`src/verilog/audio_record_pkg.sv`:
```
// constants for the record-path gain, rate and clock-source control block
// assumes a single 10 MHz control clock and sample strobes from the converters
package audio_record_pkg;
    // clock configuration register
    localparam logic [15:0] CLOCK_CONFIG_ADDR  = 16'ha037;
    localparam logic [7:0]  CLOCK_CONFIG_RESET = 8'h00;
    localparam int          CFG_RATE_LSB       = 0;
    localparam int          CFG_HALVE_BIT      = 3;
    localparam int          CFG_PIN_BIT        = 4;
    localparam int          CFG_REMAP_BIT      = 5;
    localparam int          CFG_SOURCE_BIT     = 7;
    // sample rate codes, slowest first
    localparam logic [3:0]  RATE_8K     = 4'h0;
    localparam logic [3:0]  RATE_11K025 = 4'h1;
    localparam logic [3:0]  RATE_12K    = 4'h2;
    localparam logic [3:0]  RATE_16K    = 4'h3;
    localparam logic [3:0]  RATE_22K05  = 4'h4;
    localparam logic [3:0]  RATE_24K    = 4'h5;
    localparam logic [3:0]  RATE_44K1   = 4'h6;
    localparam logic [3:0]  RATE_48K    = 4'h7;
    localparam logic [3:0]  RATE_88K2   = 4'h8;
    localparam logic [3:0]  RATE_96K    = 4'h9;
    // word length codes
    localparam logic [1:0]  WLEN_16 = 2'h0;
    localparam logic [1:0]  WLEN_20 = 2'h1;
    localparam logic [1:0]  WLEN_24 = 2'h2;
    // gain code limits, one code per documented step
    localparam logic [6:0]  DAC_VOL_MAX    = 7'h7f;
    localparam logic [3:0]  RECORD_CONVERTER_A_GAIN_MAX  = 4'hf;
    localparam logic [4:0]  MIX_GAIN_MAX   = 5'h1f;
    localparam logic [4:0]  MIX_ATTEN_MAX  = 5'h1f;
    // automatic gain control
    localparam logic [1:0]  AGC_CH_BOTH     = 2'h0;
    localparam logic [1:0]  AGC_CH_LEFT     = 2'h1;
    localparam logic [1:0]  AGC_CH_RIGHT    = 2'h2;
    localparam logic [3:0]  TARGET_MAX      = 4'he;
    localparam logic [5:0]  NOISE_MAX       = 6'h20;
    localparam logic [5:0]  NOISE_BASE_IDX  = 6'h10;
    localparam logic [4:0]  MIN_GAIN_MAX    = 5'h14;
    localparam logic [4:0]  AGC_GAIN_MAX    = 5'h1f;
    localparam logic [15:0] LIMIT_LEVEL     = 16'h7000;
    localparam logic [3:0]  RAMP_SET_MAX    = 4'ha;
    localparam logic [4:0]  DELAY_LOG2_OFS  = 5'h03;
    localparam logic [4:0]  DECAY_LOG2_OFS  = 5'h05;
    localparam logic [4:0]  ATTACK_LOG2_OFS = 5'h03;
    localparam logic [4:0]  BOOST_STEP      = 5'h07;
    localparam int          TIMER_W         = 19;
    typedef enum logic [1:0] {AGC_OFF, AGC_ATTACK, AGC_WAIT, AGC_DECAY} agc_state_t;
endpackage : audio_record_pkg

```
`src/verilog/sink_rate_arbiter.sv`:
```
// picks, per record converter, the rate of its highest-priority sink
// sinks 0..3 are in priority order; outputs are combinational
`timescale 1ns/1ps
module sink_rate_arbiter (
    // sinks
    input  wire logic [3:0]  sink_en,
    input  wire logic [3:0]  sink_src,
    input  wire logic [15:0] sink_rate,
    // result
    output logic      [7:0]  conv_rate,
    output logic      [1:0]  conv_used,
    output logic      [3:0]  sink_mute
);
    logic [3:0] win_rate [2];
    logic       found    [2];

    always_comb begin
        for (int c = 0; c < 2; c++) begin
            found[c]    = 1'b0;
            win_rate[c] = audio_record_pkg::RATE_48K;
            for (int s = 0; s < 4; s++) begin
                if (sink_en[s] && (int'(sink_src[s]) == c) && !found[c]) begin
                    found[c]    = 1'b1;
                    win_rate[c] = sink_rate[s*4 +: 4];
                end
            end
        end
        for (int s = 0; s < 4; s++) begin
            // losing sinks with a different rate go quiet
            sink_mute[s] = sink_en[s] && (sink_rate[s*4 +: 4] != win_rate[sink_src[s]]);
        end
        conv_rate = {win_rate[1], win_rate[0]};
        conv_used = {found[1], found[0]};
    end
endmodule : sink_rate_arbiter

```
`src/verilog/agc_sample_timer.sv`:
```
// counts record samples; fires every 2^span_log2 samples and flags expiry
// sample_tick comes from the converter logic on the same clock
`timescale 1ns/1ps
module agc_sample_timer (
    // clock and reset
    input  wire logic       clk,
    input  wire logic       sys_rst,
    // control
    input  wire logic       sample_tick,
    input  wire logic       restart,
    input  wire logic       bypass,
    input  wire logic [4:0] span_log2,
    // status
    output logic            fire,
    output logic            expired
);
    localparam int W = audio_record_pkg::TIMER_W;
    logic [W-1:0] cnt_r;
    logic         expired_r;
    wire  [W-1:0] limit = (W'(1) << span_log2) - W'(1);

    assign fire    = sample_tick && !restart && (cnt_r == limit);
    assign expired = expired_r || bypass;

    always_ff @(posedge clk) begin
        if (sys_rst || restart) begin
            cnt_r     <= '0;
            expired_r <= 1'b0;
        end else if (sample_tick) begin
            cnt_r <= fire ? '0 : cnt_r + W'(1);
            if (fire) begin
                expired_r <= 1'b1;
            end
        end
    end
endmodule : agc_sample_timer

```
`src/verilog/audio_record_gain_and_clocking.sv`:
```
// file holds the top level of the record/playback digital control
// assumes level and sample strobe from the record converter on clk
`timescale 1ns/1ps
module audio_record_gain_and_clocking (
    // clock and reset
    input  wire logic        clk,
    input  wire logic        sys_rst,
    // register port
    input  wire logic [15:0] reg_addr,
    input  wire logic        reg_wr,
    input  wire logic        reg_rd,
    input  wire logic [7:0]  reg_wdata,
    output logic      [7:0]  reg_rdata,
    // serial port settings, index 0 first port
    input  wire logic [7:0]  port_rate,
    input  wire logic [3:0]  port_wlen,
    input  wire logic [1:0]  port_out_en,
    input  wire logic [1:0]  port_out_src,
    // playback converters, index 0 is playback_converter_a
    input  wire logic [1:0]  dac_port_sel,
    input  wire logic [1:0]  dac_loop_en,
    input  wire logic [1:0]  dac_loop_src,
    input  wire logic [13:0] dac_vol,
    input  wire logic [1:0]  dac_mute,
    output logic      [7:0]  dac_rate,
    output logic      [3:0]  dac_wlen,
    output logic      [13:0] dac_atten,
    output logic      [1:0]  dac_mute_out,
    // record converters and sinks
    output logic      [7:0]  adc_rate,
    output logic      [3:0]  adc_wlen,
    output logic      [1:0]  adc_hpf_en,
    output logic      [1:0]  serial_out_mute,
    input  wire logic [3:0]  record_converter_a_gain,
    input  wire logic        record_converter_a_from_mixer,
    output logic      [3:0]  record_converter_a_gain_out,
    output logic             record_converter_a_mixer_sel,
    // mixer
    input  wire logic [19:0] mix_in_gain,
    input  wire logic [3:0]  mix_in_mute,
    input  wire logic [4:0]  mix_atten,
    output logic      [19:0] mix_in_gain_out,
    output logic      [3:0]  mix_in_mute_out,
    output logic      [4:0]  mix_atten_out,
    // gain control settings
    input  wire logic        agc_en,
    input  wire logic [1:0]  agc_channels,
    input  wire logic [3:0]  agc_target,
    input  wire logic [3:0]  agc_delay,
    input  wire logic [3:0]  agc_decay,
    input  wire logic [3:0]  agc_attack,
    input  wire logic [5:0]  agc_noise,
    input  wire logic [4:0]  agc_min_gain,
    input  wire logic [4:0]  agc_max_gain,
    input  wire logic [3:0]  prog_boost,
    input  wire logic [9:0]  prog_rec_gain,
    // record_converter_b level, same clock
    input  wire logic        rec_sample_tick,
    input  wire logic [15:0] rec_peak_left,
    input  wire logic [15:0] rec_peak_right,
    // effective record gain
    output logic      [3:0]  boost_out,
    output logic      [9:0]  rec_gain_out,
    output logic             agc_limiting,
    // clock source controls toward the audio PLL
    output logic             pll_ref_external,
    output logic             ext_clock_pin_sel,
    output logic             ext_clock_remap,
    output logic      [3:0]  ext_clock_rate
);
    // rate codes out of range fall back to 48 kHz, length codes to the nearest legal value
    function automatic logic [3:0] legal_rate(input logic [3:0] r);
        return (r > audio_record_pkg::RATE_96K) ? audio_record_pkg::RATE_48K : r;
    endfunction : legal_rate

    function automatic logic [1:0] legal_wlen(input logic [1:0] w);
        return (w > audio_record_pkg::WLEN_24) ? audio_record_pkg::WLEN_24 : w;
    endfunction : legal_wlen

    // level at idx*1.5 dB below full scale; 6 dB per shift is close enough here
    function automatic logic [15:0] db_to_level(input logic [5:0] idx);
        logic [15:0] base;
        case (idx[1:0])
            2'h0:    base = 16'h7fff;
            2'h1:    base = 16'h6bb3;
            2'h2:    base = 16'h5a9d;
            default: base = 16'h4c3f;
        endcase
        return base >> idx[5:2];
    endfunction : db_to_level

    function automatic logic [3:0] clamp4(input logic [3:0] v, input logic [3:0] lim);
        return (v > lim) ? lim : v;
    endfunction : clamp4

    // clock configuration register
    logic [7:0] clk_cfg_r;
    wire        cfg_hit = (reg_addr == audio_record_pkg::CLOCK_CONFIG_ADDR);

    always_ff @(posedge clk) begin
        if (sys_rst) begin
            clk_cfg_r <= audio_record_pkg::CLOCK_CONFIG_RESET;
            reg_rdata <= 8'h00;
        end else begin
            if (reg_wr && cfg_hit) begin
                clk_cfg_r <= reg_wdata;
            end
            if (reg_rd) begin
                reg_rdata <= cfg_hit ? clk_cfg_r : 8'h00;
            end
        end
    end

    wire cfg_ext = clk_cfg_r[audio_record_pkg::CFG_SOURCE_BIT];
    // rate and halve bits mean nothing on the internal source
    wire [3:0] cfg_rate_code = cfg_ext ?
        {clk_cfg_r[audio_record_pkg::CFG_HALVE_BIT],
         clk_cfg_r[audio_record_pkg::CFG_RATE_LSB +: 3]} : 4'h0;

    // sinks in priority order: serial out 1, serial out 2, playback a, playback b
    wire [3:0] port_rate_c = legal_rate(port_rate[3:0]);
    wire [3:0] port_rate_d = legal_rate(port_rate[7:4]);
    wire [3:0] dac_rate_a  = dac_port_sel[0] ? port_rate_d : port_rate_c;
    wire [3:0] dac_rate_b  = dac_port_sel[1] ? port_rate_d : port_rate_c;
    wire [1:0] wlen_c      = legal_wlen(port_wlen[1:0]);
    wire [1:0] wlen_d      = legal_wlen(port_wlen[3:2]);
    wire [1:0] dac_wlen_a  = dac_port_sel[0] ? wlen_d : wlen_c;
    wire [1:0] dac_wlen_b  = dac_port_sel[1] ? wlen_d : wlen_c;
    wire [7:0] conv_rate;
    wire [1:0] conv_used;
    wire [3:0] sink_mute;

    // output direction of each port reuses the port's one rate
    sink_rate_arbiter u_arb (
        .sink_en   ({dac_loop_en, port_out_en}),
        .sink_src  ({dac_loop_src, port_out_src}),
        .sink_rate ({dac_rate_b, dac_rate_a, port_rate_d, port_rate_c}),
        .conv_rate (conv_rate),
        .conv_used (conv_used),
        .sink_mute (sink_mute)
    );

    // record length follows the first serial output using that converter
    wire [1:0] adc_wlen_a = (port_out_en[0] && !port_out_src[0]) ? wlen_c : wlen_d;
    wire [1:0] adc_wlen_b = (port_out_en[0] && port_out_src[0]) ? wlen_c : wlen_d;

    // playback volume: one code per 0.75 dB of attenuation
    wire [6:0] vol_a = (dac_vol[6:0] > audio_record_pkg::DAC_VOL_MAX) ?
                       audio_record_pkg::DAC_VOL_MAX : dac_vol[6:0];
    wire [6:0] vol_b = (dac_vol[13:7] > audio_record_pkg::DAC_VOL_MAX) ?
                       audio_record_pkg::DAC_VOL_MAX : dac_vol[13:7];

    always_ff @(posedge clk) begin
        if (sys_rst) begin
            dac_rate        <= {audio_record_pkg::RATE_48K, audio_record_pkg::RATE_48K};
            dac_wlen        <= {audio_record_pkg::WLEN_16, audio_record_pkg::WLEN_16};
            adc_rate        <= {audio_record_pkg::RATE_48K, audio_record_pkg::RATE_48K};
            adc_wlen        <= {audio_record_pkg::WLEN_16, audio_record_pkg::WLEN_16};
            adc_hpf_en      <= 2'h3;
            dac_atten       <= 14'h3fff;
            dac_mute_out    <= 2'h3;
            serial_out_mute <= 2'h3;
            record_converter_a_gain_out   <= 4'h0;
            record_converter_a_mixer_sel  <= 1'b0;
            mix_in_gain_out <= 20'hfffff;
            mix_in_mute_out <= 4'hf;
            mix_atten_out   <= audio_record_pkg::MIX_ATTEN_MAX;
        end else begin
            dac_rate        <= {dac_rate_b, dac_rate_a};
            dac_wlen        <= {dac_wlen_b, dac_wlen_a};
            adc_rate        <= conv_rate;
            adc_wlen        <= {adc_wlen_b, adc_wlen_a};
            adc_hpf_en      <= 2'h3;
            dac_atten       <= {vol_b, vol_a};
            dac_mute_out    <= dac_mute | sink_mute[3:2];
            serial_out_mute <= sink_mute[1:0];
            record_converter_a_gain_out   <= clamp4(record_converter_a_gain, audio_record_pkg::RECORD_CONVERTER_A_GAIN_MAX);
            record_converter_a_mixer_sel  <= record_converter_a_from_mixer;
            mix_in_gain_out <= mix_in_gain;
            mix_in_mute_out <= mix_in_mute;
            mix_atten_out   <= mix_atten;
        end
    end

    // level sensing on the selected channels of record_converter_b
    wire use_left  = (agc_channels != audio_record_pkg::AGC_CH_RIGHT);
    wire use_right = (agc_channels != audio_record_pkg::AGC_CH_LEFT);
    wire [15:0] lvl_left  = use_left ? rec_peak_left : 16'h0000;
    wire [15:0] lvl_right = use_right ? rec_peak_right : 16'h0000;
    wire [15:0] sense_lvl = (lvl_left > lvl_right) ? lvl_left : lvl_right;

    wire [3:0]  tgt_code   = clamp4(agc_target, audio_record_pkg::TARGET_MAX);
    wire [15:0] tgt_level  = db_to_level({2'b00, tgt_code} + 6'h01);
    wire [5:0]  noise_code = (agc_noise > audio_record_pkg::NOISE_MAX) ?
                             audio_record_pkg::NOISE_MAX : agc_noise;
    wire [15:0] gate_level = db_to_level(audio_record_pkg::NOISE_BASE_IDX + noise_code);
    wire        above      = sense_lvl > tgt_level;
    wire        gated      = sense_lvl < gate_level;
    wire        over_limit = sense_lvl > audio_record_pkg::LIMIT_LEVEL;

    // gain bounds; a minimum above the maximum yields to the maximum
    wire [4:0] min_code = (agc_min_gain > audio_record_pkg::MIN_GAIN_MAX) ?
                          audio_record_pkg::MIN_GAIN_MAX : agc_min_gain;
    wire [4:0] hi_bound = agc_max_gain;
    wire [4:0] lo_bound = (min_code > hi_bound) ? hi_bound : min_code;

    audio_record_pkg::agc_state_t state_r, state_nxt;
    logic [4:0] gain_r, gain_nxt;
    logic       limit_r;

    // limiter holds until a sample is at or below 87.5% of full scale
    wire       limit_now   = over_limit || (limit_r && state_r != audio_record_pkg::AGC_OFF);
    wire [3:0] attack_set  = limit_now ? 4'h0 : clamp4(agc_attack, audio_record_pkg::RAMP_SET_MAX);
    wire [3:0] decay_set   = clamp4(agc_decay, audio_record_pkg::RAMP_SET_MAX);
    // full ramp is 32 gain codes, so one code takes 1/32 of the ramp time
    wire [4:0] attack_span = {1'b0, attack_set} + audio_record_pkg::ATTACK_LOG2_OFS;
    wire [4:0] decay_span  = {1'b0, decay_set} + audio_record_pkg::DECAY_LOG2_OFS;
    wire [4:0] delay_span  = {1'b0, agc_delay} + audio_record_pkg::DELAY_LOG2_OFS;
    wire [4:0] step_span   = (state_r == audio_record_pkg::AGC_ATTACK) ? attack_span : decay_span;

    wire delay_restart = !agc_en || (rec_sample_tick && above);
    wire step_restart  = (state_nxt != state_r);
    wire delay_done;
    wire step_fire;

    agc_sample_timer u_delay (
        .clk         (clk),
        .sys_rst     (sys_rst),
        .sample_tick (rec_sample_tick),
        .restart     (delay_restart),
        .bypass      (agc_delay == 4'h0),
        .span_log2   (delay_span),
        .fire        (),
        .expired     (delay_done)
    );

    agc_sample_timer u_step (
        .clk         (clk),
        .sys_rst     (sys_rst),
        .sample_tick (rec_sample_tick),
        .restart     (step_restart),
        .bypass      (1'b0),
        .span_log2   (step_span),
        .fire        (step_fire),
        .expired     ()
    );

    always_comb begin
        state_nxt = state_r;
        gain_nxt  = gain_r;
        case (state_r)
            audio_record_pkg::AGC_OFF: begin
                gain_nxt = lo_bound;
                if (agc_en) begin
                    state_nxt = audio_record_pkg::AGC_WAIT;
                end
            end
            audio_record_pkg::AGC_ATTACK: begin
                if (step_fire && gain_r > lo_bound) begin
                    gain_nxt = gain_r - 5'h01;
                end
                if (rec_sample_tick && !above) begin
                    state_nxt = audio_record_pkg::AGC_WAIT;
                end
            end
            audio_record_pkg::AGC_WAIT: begin
                if (rec_sample_tick && above) begin
                    state_nxt = audio_record_pkg::AGC_ATTACK;
                end else if (delay_done) begin
                    state_nxt = audio_record_pkg::AGC_DECAY;
                end
            end
            audio_record_pkg::AGC_DECAY: begin
                if (step_fire && !gated && gain_r < hi_bound) begin
                    gain_nxt = gain_r + 5'h01;
                end
                if (rec_sample_tick && above) begin
                    state_nxt = audio_record_pkg::AGC_ATTACK;
                end
            end
            default: begin
                state_nxt = audio_record_pkg::AGC_OFF;
            end
        endcase
        if (gain_nxt < lo_bound) begin
            gain_nxt = lo_bound;
        end
        if (gain_nxt > hi_bound) begin
            gain_nxt = hi_bound;
        end
        if (!agc_en) begin
            state_nxt = audio_record_pkg::AGC_OFF;
        end
    end

    always_ff @(posedge clk) begin
        if (sys_rst) begin
            state_r <= audio_record_pkg::AGC_OFF;
            gain_r  <= 5'h00;
            limit_r <= 1'b0;
        end else begin
            state_r <= state_nxt;
            gain_r  <= gain_nxt;
            if (!agc_en) begin
                limit_r <= 1'b0;
            end else if (rec_sample_tick) begin
                limit_r <= over_limit;
            end
        end
    end

    // split total gain: coarse boost in 7-code steps, remainder digital
    wire [1:0] agc_boost = (gain_r >= 5'(3 * audio_record_pkg::BOOST_STEP)) ? 2'h3 :
                           (gain_r >= 5'(2 * audio_record_pkg::BOOST_STEP)) ? 2'h2 :
                           (gain_r >= audio_record_pkg::BOOST_STEP) ? 2'h1 : 2'h0;
    wire [4:0] agc_digital = gain_r - 5'(agc_boost * audio_record_pkg::BOOST_STEP);
    wire       ctl_left    = agc_en && use_left;
    wire       ctl_right   = agc_en && use_right;

    always_ff @(posedge clk) begin
        if (sys_rst) begin
            boost_out         <= 4'h0;
            rec_gain_out      <= 10'h000;
            agc_limiting      <= 1'b0;
            pll_ref_external  <= 1'b0;
            ext_clock_pin_sel <= 1'b0;
            ext_clock_remap   <= 1'b0;
            ext_clock_rate    <= 4'h0;
        end else begin
            boost_out[1:0]    <= ctl_left ? agc_boost : prog_boost[1:0];
            boost_out[3:2]    <= ctl_right ? agc_boost : prog_boost[3:2];
            rec_gain_out[4:0] <= ctl_left ? agc_digital : prog_rec_gain[4:0];
            rec_gain_out[9:5] <= ctl_right ? agc_digital : prog_rec_gain[9:5];
            agc_limiting      <= agc_en && limit_now;
            pll_ref_external  <= cfg_ext;
            ext_clock_pin_sel <= clk_cfg_r[audio_record_pkg::CFG_PIN_BIT];
            ext_clock_remap   <= clk_cfg_r[audio_record_pkg::CFG_REMAP_BIT];
            ext_clock_rate    <= cfg_rate_code;
        end
    end
endmodule : audio_record_gain_and_clocking

```
`config.mk`:
```
export PLATFORM = sky130hd
export DESIGN_NAME = audio_record_gain_and_clocking
export DESIGN_NICKNAME = d
export VERILOG_FILES = /design/src/verilog/audio_record_pkg.sv /design/src/verilog/sink_rate_arbiter.sv /design/src/verilog/agc_sample_timer.sv /design/src/verilog/audio_record_gain_and_clocking.sv
export SDC_FILE = /design/constraint.sdc
export NUM_CORES = 1
export LEC_CHECK = 0
export ABC_AREA = 1
export BUFFER_PORTS_ARGS = -buffer_cell sky130_fd_sc_hd__buf_2
export CAP_MARGIN = 0
export CORE_MARGIN = 5
export CORE_UTILIZATION = 30
export CTS_CLUSTER_DIAMETER = 80
export DETAILED_ROUTE_END_ITERATION = 12
export GPL_TIMING_DRIVEN = 0
export PLACE_DENSITY_LB_ADDON = 0.1
export SYNTH_ARGS = -nofsm -noshare
export SYNTH_HDL_FRONTEND = slang
export SYNTH_HIERARCHICAL = 1
export SYNTH_SLANG_ARGS = --single-unit
```
`constraint.sdc`:
```
create_clock -name clk -period 11.81 [get_ports clk]
set_input_delay 2.362 -clock clk [delete_from_list [all_inputs] [get_ports clk]]
set_output_delay 2.362 -clock clk [all_outputs]
set_load 0.02 [all_outputs]
```
* Word-level counts from Yosys, hierarchy flattened
Index checks and enable logic that the tools add are counted.
** Storage, ports and cells
- Memory bits (writable) :: 0
- Memories :: 0
- Bits in latches :: 0
- Bits in read-only memories :: 0
- Output and inout port bits :: 108
- Register bits after elaboration :: 161
- Input port bits :: 182
- Logic and storage cells :: 232
** Cells by class
- Shifts and indexed selects :: 4
- Bitwise operators :: 11
- $lt $le $gt $ge :: 28
- Reduce and logical (&&, ||, !) cells :: 60
- Multiplexer cells :: 71
- Eq/ne operators :: 17
- $add $sub $neg :: 12
- Multipliers :: 1
- Div/mod/pow operators :: 0
** Operators by type and width (number)
- 4-bit two-way mux :: 29
- 14-bit case mux with 3 select lines :: 2
- 16-bit two-way mux :: 3
- 5-bit two-way mux :: 9
- 19-bit by 1-bit adder with 19-bit output, second input constant :: 2
- 19-bit equality test :: 2
- 19-bit two-way mux :: 2
- 1-bit by 5-bit left shift with 19-bit output, first input constant :: 2
- 19-bit by 2-bit subtractor with 19-bit output, second input constant :: 2
- 1-bit logical AND :: 33
- 16-bit > comparator :: 2
- 2-bit two-way mux :: 15
- 4-bit > comparator, second input constant :: 6
- 16-bit equality test, second input constant :: 1
- 16-bit by 15-bit > comparator with 1-bit output, second input constant :: 1
- 16-bit < comparator :: 1
- 4-bit != test :: 4
- 16-bit by 3-bit right shift with 16-bit output :: 1
- 16-bit by 4-bit right shift with 16-bit output :: 1
- 5-bit > comparator :: 3
- 5-bit case mux with 3 select lines :: 1
- 7-bit > comparator, second input constant :: 2
- 1-bit zero test :: 12
- 4-bit by 2-bit adder with 5-bit output, second input constant :: 2
- 33 further kinds :: 66

* Logic depth before layout (Yosys ltp)
- Depth after elaboration :: 24
- Depth in mapped cells :: 73
- Depth with buffers taken out :: 72

* Cells and area by module
Netlist, hierarchy kept.
** By module, submodules not included
- audio_record_gain_and_clocking :: area each 7770.0 µm², cells each 1119, times used 1, seq. area each 2442.3 µm²
- agc_sample_timer :: area each 1747.9 µm², cells each 304, times used 2, seq. area each 400.4 µm²
- sink_rate_arbiter :: area each 913.4 µm², cells each 192, times used 1, seq. area each 0.0 µm²

* Worst setup path before layout
Ideal clock, no wire load.
- Path type :: input -> register
- From :: input agc_channels[0]
- To :: register gain_r[0]
- Buffers on the path :: 2
- Path slack :: 1.449 ns
- Required time :: 11.701 ns
- Data arrival time :: 10.252 ns
- Cell stages on the path :: 62
- Cell sequence :: inv_2 nand2_1 inv_1 clkbuf_1 nor2_1 ha_1 a21oi_1 nand3b_1 a21oi_1 nor2_1 nand2_2 nand2_4 inv_4 buf_6 nand2_1 o21ai_1 nor4_1 nand3_1 [... 26 more ...] a21oi_1 ha_1 a21oi_1 nor2_1 a211oi_1 nand2_4 nand2_2 nand2_1 ha_1 inv_1 o21bai_1 a21oi_1 o21ai_0 o21ai_1 o21ai_0 inv_1 nand2_1 inv_1
** On the way
- Elaborated cells on any way between the ends :: 39
- Classes of those cells :: add/sub (2); order compare (6); eq/ne (4); shift (1); mux (15); reduce/logical (11)
** RTL lines
- start, declared :: line audio_record_gain_and_clocking.sv:47 : input wire logic [1:0] agc_channels,
- 2-bit != test / 2-bit by 1-bit != test with 1-bit output (equally long branches) :: line audio_record_gain_and_clocking.sv:186, audio_record_gain_and_clocking.sv:187
- 16-bit two-way mux (on tied branches) :: line audio_record_gain_and_clocking.sv:188, audio_record_gain_and_clocking.sv:189
- 16-bit > comparator :: line audio_record_gain_and_clocking.sv:190 : wire [15:0] sense_lvl = (lvl_left > lvl_right) ? lvl_left : lvl_right;
- 16-bit two-way mux * :: line audio_record_gain_and_clocking.sv:190
- 16-bit by 15-bit > comparator with 1-bit output * :: line audio_record_gain_and_clocking.sv:199 : wire over_limit = sense_lvl > audio_record_pkg::LIMIT_LEVEL;
- 1-bit logical OR * :: line audio_record_gain_and_clocking.sv:212 : wire limit_now = over_limit || (limit_r && state_r != audio_record_pkg::AGC_OFF);
- 4-bit two-way mux * :: line audio_record_gain_and_clocking.sv:213 : wire [3:0] attack_set = limit_now ? 4'h0 : clamp4(agc_attack, audio_record_pkg::RAMP_SET_MAX);
- 4-bit by 2-bit adder with 5-bit output * :: line audio_record_gain_and_clocking.sv:216 : wire [4:0] attack_span = {1'b0, attack_set} + audio_record_pkg::ATTACK_LOG2_OFS;
- [... 1 more ...]
- net step_span[1] :: line audio_record_gain_and_clocking.sv:219 : wire [4:0] step_span = (state_r == audio_record_pkg::AGC_ATTACK) ? attack_span : decay_span;
- [... 4 more ...]
- net step_fire :: line audio_record_gain_and_clocking.sv:224 : wire step_fire;
- 1-bit logical AND (2 in a row) :: line audio_record_gain_and_clocking.sv:274 : if (step_fire && !gated && gain_r < hi_bound) begin
- 5-bit two-way mux :: line audio_record_gain_and_clocking.sv:274
- 5-bit case mux with 3 select lines * :: line audio_record_gain_and_clocking.sv:251 : case (state_r)
- 5-bit < comparator :: line audio_record_gain_and_clocking.sv:285 : if (gain_nxt < lo_bound) begin
- 5-bit two-way mux * :: line audio_record_gain_and_clocking.sv:285
- 5-bit > comparator :: line audio_record_gain_and_clocking.sv:288 : if (gain_nxt > hi_bound) begin
- 5-bit two-way mux * :: line audio_record_gain_and_clocking.sv:288
- end signal, assigned :: line audio_record_gain_and_clocking.sv:303 : gain_r <= gain_nxt;
- end, declared :: line audio_record_gain_and_clocking.sv:208 : logic [4:0] gain_r, gain_nxt;
The timed path passes the listed nets; every way through them passes the cells marked *.
A chain may end at the register's enable or synchronous reset.

* Worst setup path after layout
- From :: input agc_channels[0]
- To :: register gain_r[4]
Same word-level chain as after synthesis.

==> run_results.csv <==
group,metric,value,unit
clocking,clk_latency,0.45,ns
sta,clock_skew,0.00721,ns
sta,finalHoldViolations,0,
pwr,p_comb_frac,0.413,
yosys,synth_area_per_cell,6.35,µm²
status,outcome,"finished clean",
layout,final_nets,2496,
sta,setup_viol,0,
critical_path,path_class,"in2reg",
yosys,synth_cells,1911,
critical_path,cp_slowest_cell,"o21ai_0",
yosys,yosysWarningCount,6,
clocking,cts.sinks,161,
sta,max_freq,0.0920,GHz
worst_hold_path,worstHoldPathType,"reg2reg",
critical_path,crit_top_cell,"nand2_1",
critical_path,cp.arrival,11.22,ns
clocking,clockRootBuffer,"clkbuf_16",
clocking,clk_pin_slew_worst_paths,0.07,ns
yosys,netlist_area,0.0121,mm²
layout,syn_to_final_growth,23.1,%
routing,num_vias,12900,
critical_path,max_stage_delay,0.57,ns
sta,period_needed,10.87,ns
place,gp_congestion,0.894,
global_routing,antenna_found_initial,1,
floorplanning,die-area,0.0445,mm²
critical_path,cp-start-kind,"input port",
pwr,p_int,0.00116,W
pwr,p_seq_frac,0.308,
pwr,peakVddDrop,0.000102,V
layout,drive_gt1_frac,0.212,
critical_path,endpoint_kind,"flip-flop",
routing,viasPerCell,4.66,
global_routing,grt_overflow_total,0,
critical_path,cp_max_fo,10,
global_routing,grt_pass1_vias,12400,
pwr,p_clk_frac,0.279,
job,maxCapViolations,0,
place,place_hpwl,34.2,mm
pwr,netSwitchingPower,0.000821,W
floorplanning,die_height,211,µm
pwr,power.share.switching,0.414,
floorplanning,start_util,0.304,
clocking,cts_hold_buf,0,
routing,drtPass1Iterations,5,
global_routing,grt_pass1_wl,64.1,mm
worst_hold_path,hold_path_depth,2,
sta,worst_pin_slew,1.14,ns
layout,utilization,0.375,
routing,drtIter0Drc,652,
floorplanning,core_region_area,0.0398,mm²
clocking,cts_buffer_depth,2,
floorplanning,io_pins,290,
place,portBuffers,285,
pwr,powerDensity,133,mW/mm²
clocking,ctsHtreeMaxLevel,4,
pwr,total_power,0.00198,W
clocking,numCtsBuffers,17,
sta,post-route-period-util,0.920,
floorplanning,num_rows,73,
routing,routed_wirelength,40.7,mm
floorplanning,die_w,211,µm
global_routing,grt_max_degree,19,
routing,wire_per_inst,14.7,µm
sta,slew_viol_final,0,
routing,ant_nets,0,
routing,drc,0,
global_routing,grt_usage,0.177,
sta,slew_headroom,0.231,
clocking,cts_tree,"done",
critical_path,required,12.16,ns
critical_path,reg2regPathDepth,40,
pwr,power.leakage,7.48,nW
==> what timing repair did <==
action,4_1_cts,5_1_grt
endpoints found under the hold margin,0,0
buffers inserted,0,3
pin swaps,0,6
resized for setup,4,24
setup endpoints to repair,5,5
==> layout by cell type, fill, tap and decap left out, types with 4 or more instances in the layout <==
master,count
nand2_2,19
nor4_1,10
inv_1,262
dfxtp_1,161
conb_1,7
clkinv_8,5
nor2_4,7
nand3_2,6
ha_1,88
and2_1,7
nand4_1,31
inv_2,10
clkbuf_16,17
buf_2,289
o211ai_1,10
buf_6,4
nor2_1,257
clkinv_1,4
nand2_1,437
a211oi_1,15
o21ai_0,84
xor2_1,40
nand2_4,8
nor3_1,17
clkbuf_1,19
a21oi_1,75
xnor2_1,10
or2_2,59
nand3b_1,5
o21ai_2,5
buf_4,9
nor2_2,9
o21ai_1,19
a31oi_1,4
nand3_1,181
==> registers in the layout, summed over array words and instances (netlist names), 2 cells and up <==
register,cells
gain_r,5
adc_rate,8
boost_out,4
mix_atten_out,5
state_r,2
dac_mute_out,2
reg_rdata,8
record_converter_a_gain_out,4
ext_clock_rate,4
adc_wlen,4
mix_in_gain_out,20
dac_wlen,4
rec_gain_out,10
clk_cfg_r,8
u_delay/cnt_r,19
u_step/cnt_r,19
dac_rate,8
serial_out_mute,2
mix_in_mute_out,4
dac_atten,14
==> area by class of cell <==
class,count,area [µm²]
antenna,2,5.00
buffer,34,189
clock buffer,17,425
clock inverter,15,170
fill,4455,24900
inverter,279,1050
multi-input combinational,1441,7740
sequential,161,3220
tap,525,657
timing repair buffer,289,1450
==> metrics by stage <==
step / setup slack [ns] / hold WS (ns) / instance area (µm²) / cells / setup TNS [ns]
3_3_place_gp: -0.984 / 0.444 / 14200 / 2726 / -4.85
6_report: 0.941 / 0.456 / 14900 / 2763 / 0
2_1_floorplan: 1.46 / 0.425 / 12100 / 1916 / 0
4_1_cts: 0.0101 / 0.460 / 14800 / 2757 / 0
5_1_grt: -0.0566 / 0.489 / 14900 / 2762 / -0.193
3_5_place_dp: -1.13 / 0.448 / 14200 / 2726 / -5.50
==> path summary, 6_finish.rpt <==
check                                       from                        endpoint  slack [ns]
setup / recovery                 agc_channels[0]            gain_r[4]$_SDFF_PP0_        0.94
hold / removal    u_delay/expired_r$_SDFFE_PP0P_  u_delay/expired_r$_SDFFE_PP0P_        0.46
setup reg to reg           state_r[0]$_SDFF_PP0_            gain_r[4]$_SDFF_PP0_        4.64
hold reg to reg   u_delay/expired_r$_SDFFE_PP0P_  u_delay/expired_r$_SDFFE_PP0P_        0.46
==> worst max-delay path: cells and delay by family <==
| kind | cells | cell delay (ns) |
|---|---|---|
| buffers and inverters | 13 | 1.33 |
| and+or+nand+nor | 26 | 3.19 |
| adders and majority gates | 5 | 1.24 |
| AOI/OAI and AO/OA | 16 | 3.04 |
==> power by group through the flow <==
stage	clock network, W	logic [W]	registers, W
detailed placement	0	0.000811	0.000625
global route	0.000599	0.000940	0.000617
global placement	0	0.000802	0.000624
finish	0.000553	0.000819	0.000611
CTS	0.000573	0.000817	0.000612
floorplan	0	0.000525	0.000657
==> per-layer routing <==
layer | share of wire | routed length (µm) | track usage
met4 | 0.016 | 650 | 0.0438
met3 | 0.042 | 1690 | 0.0290
met5 | 0 | 0 | 0
met2 | 0.49 | 19800 | 0.305
met1 | 0.46 | 18600 | 0.233
(Power assumes the default switching activity.)
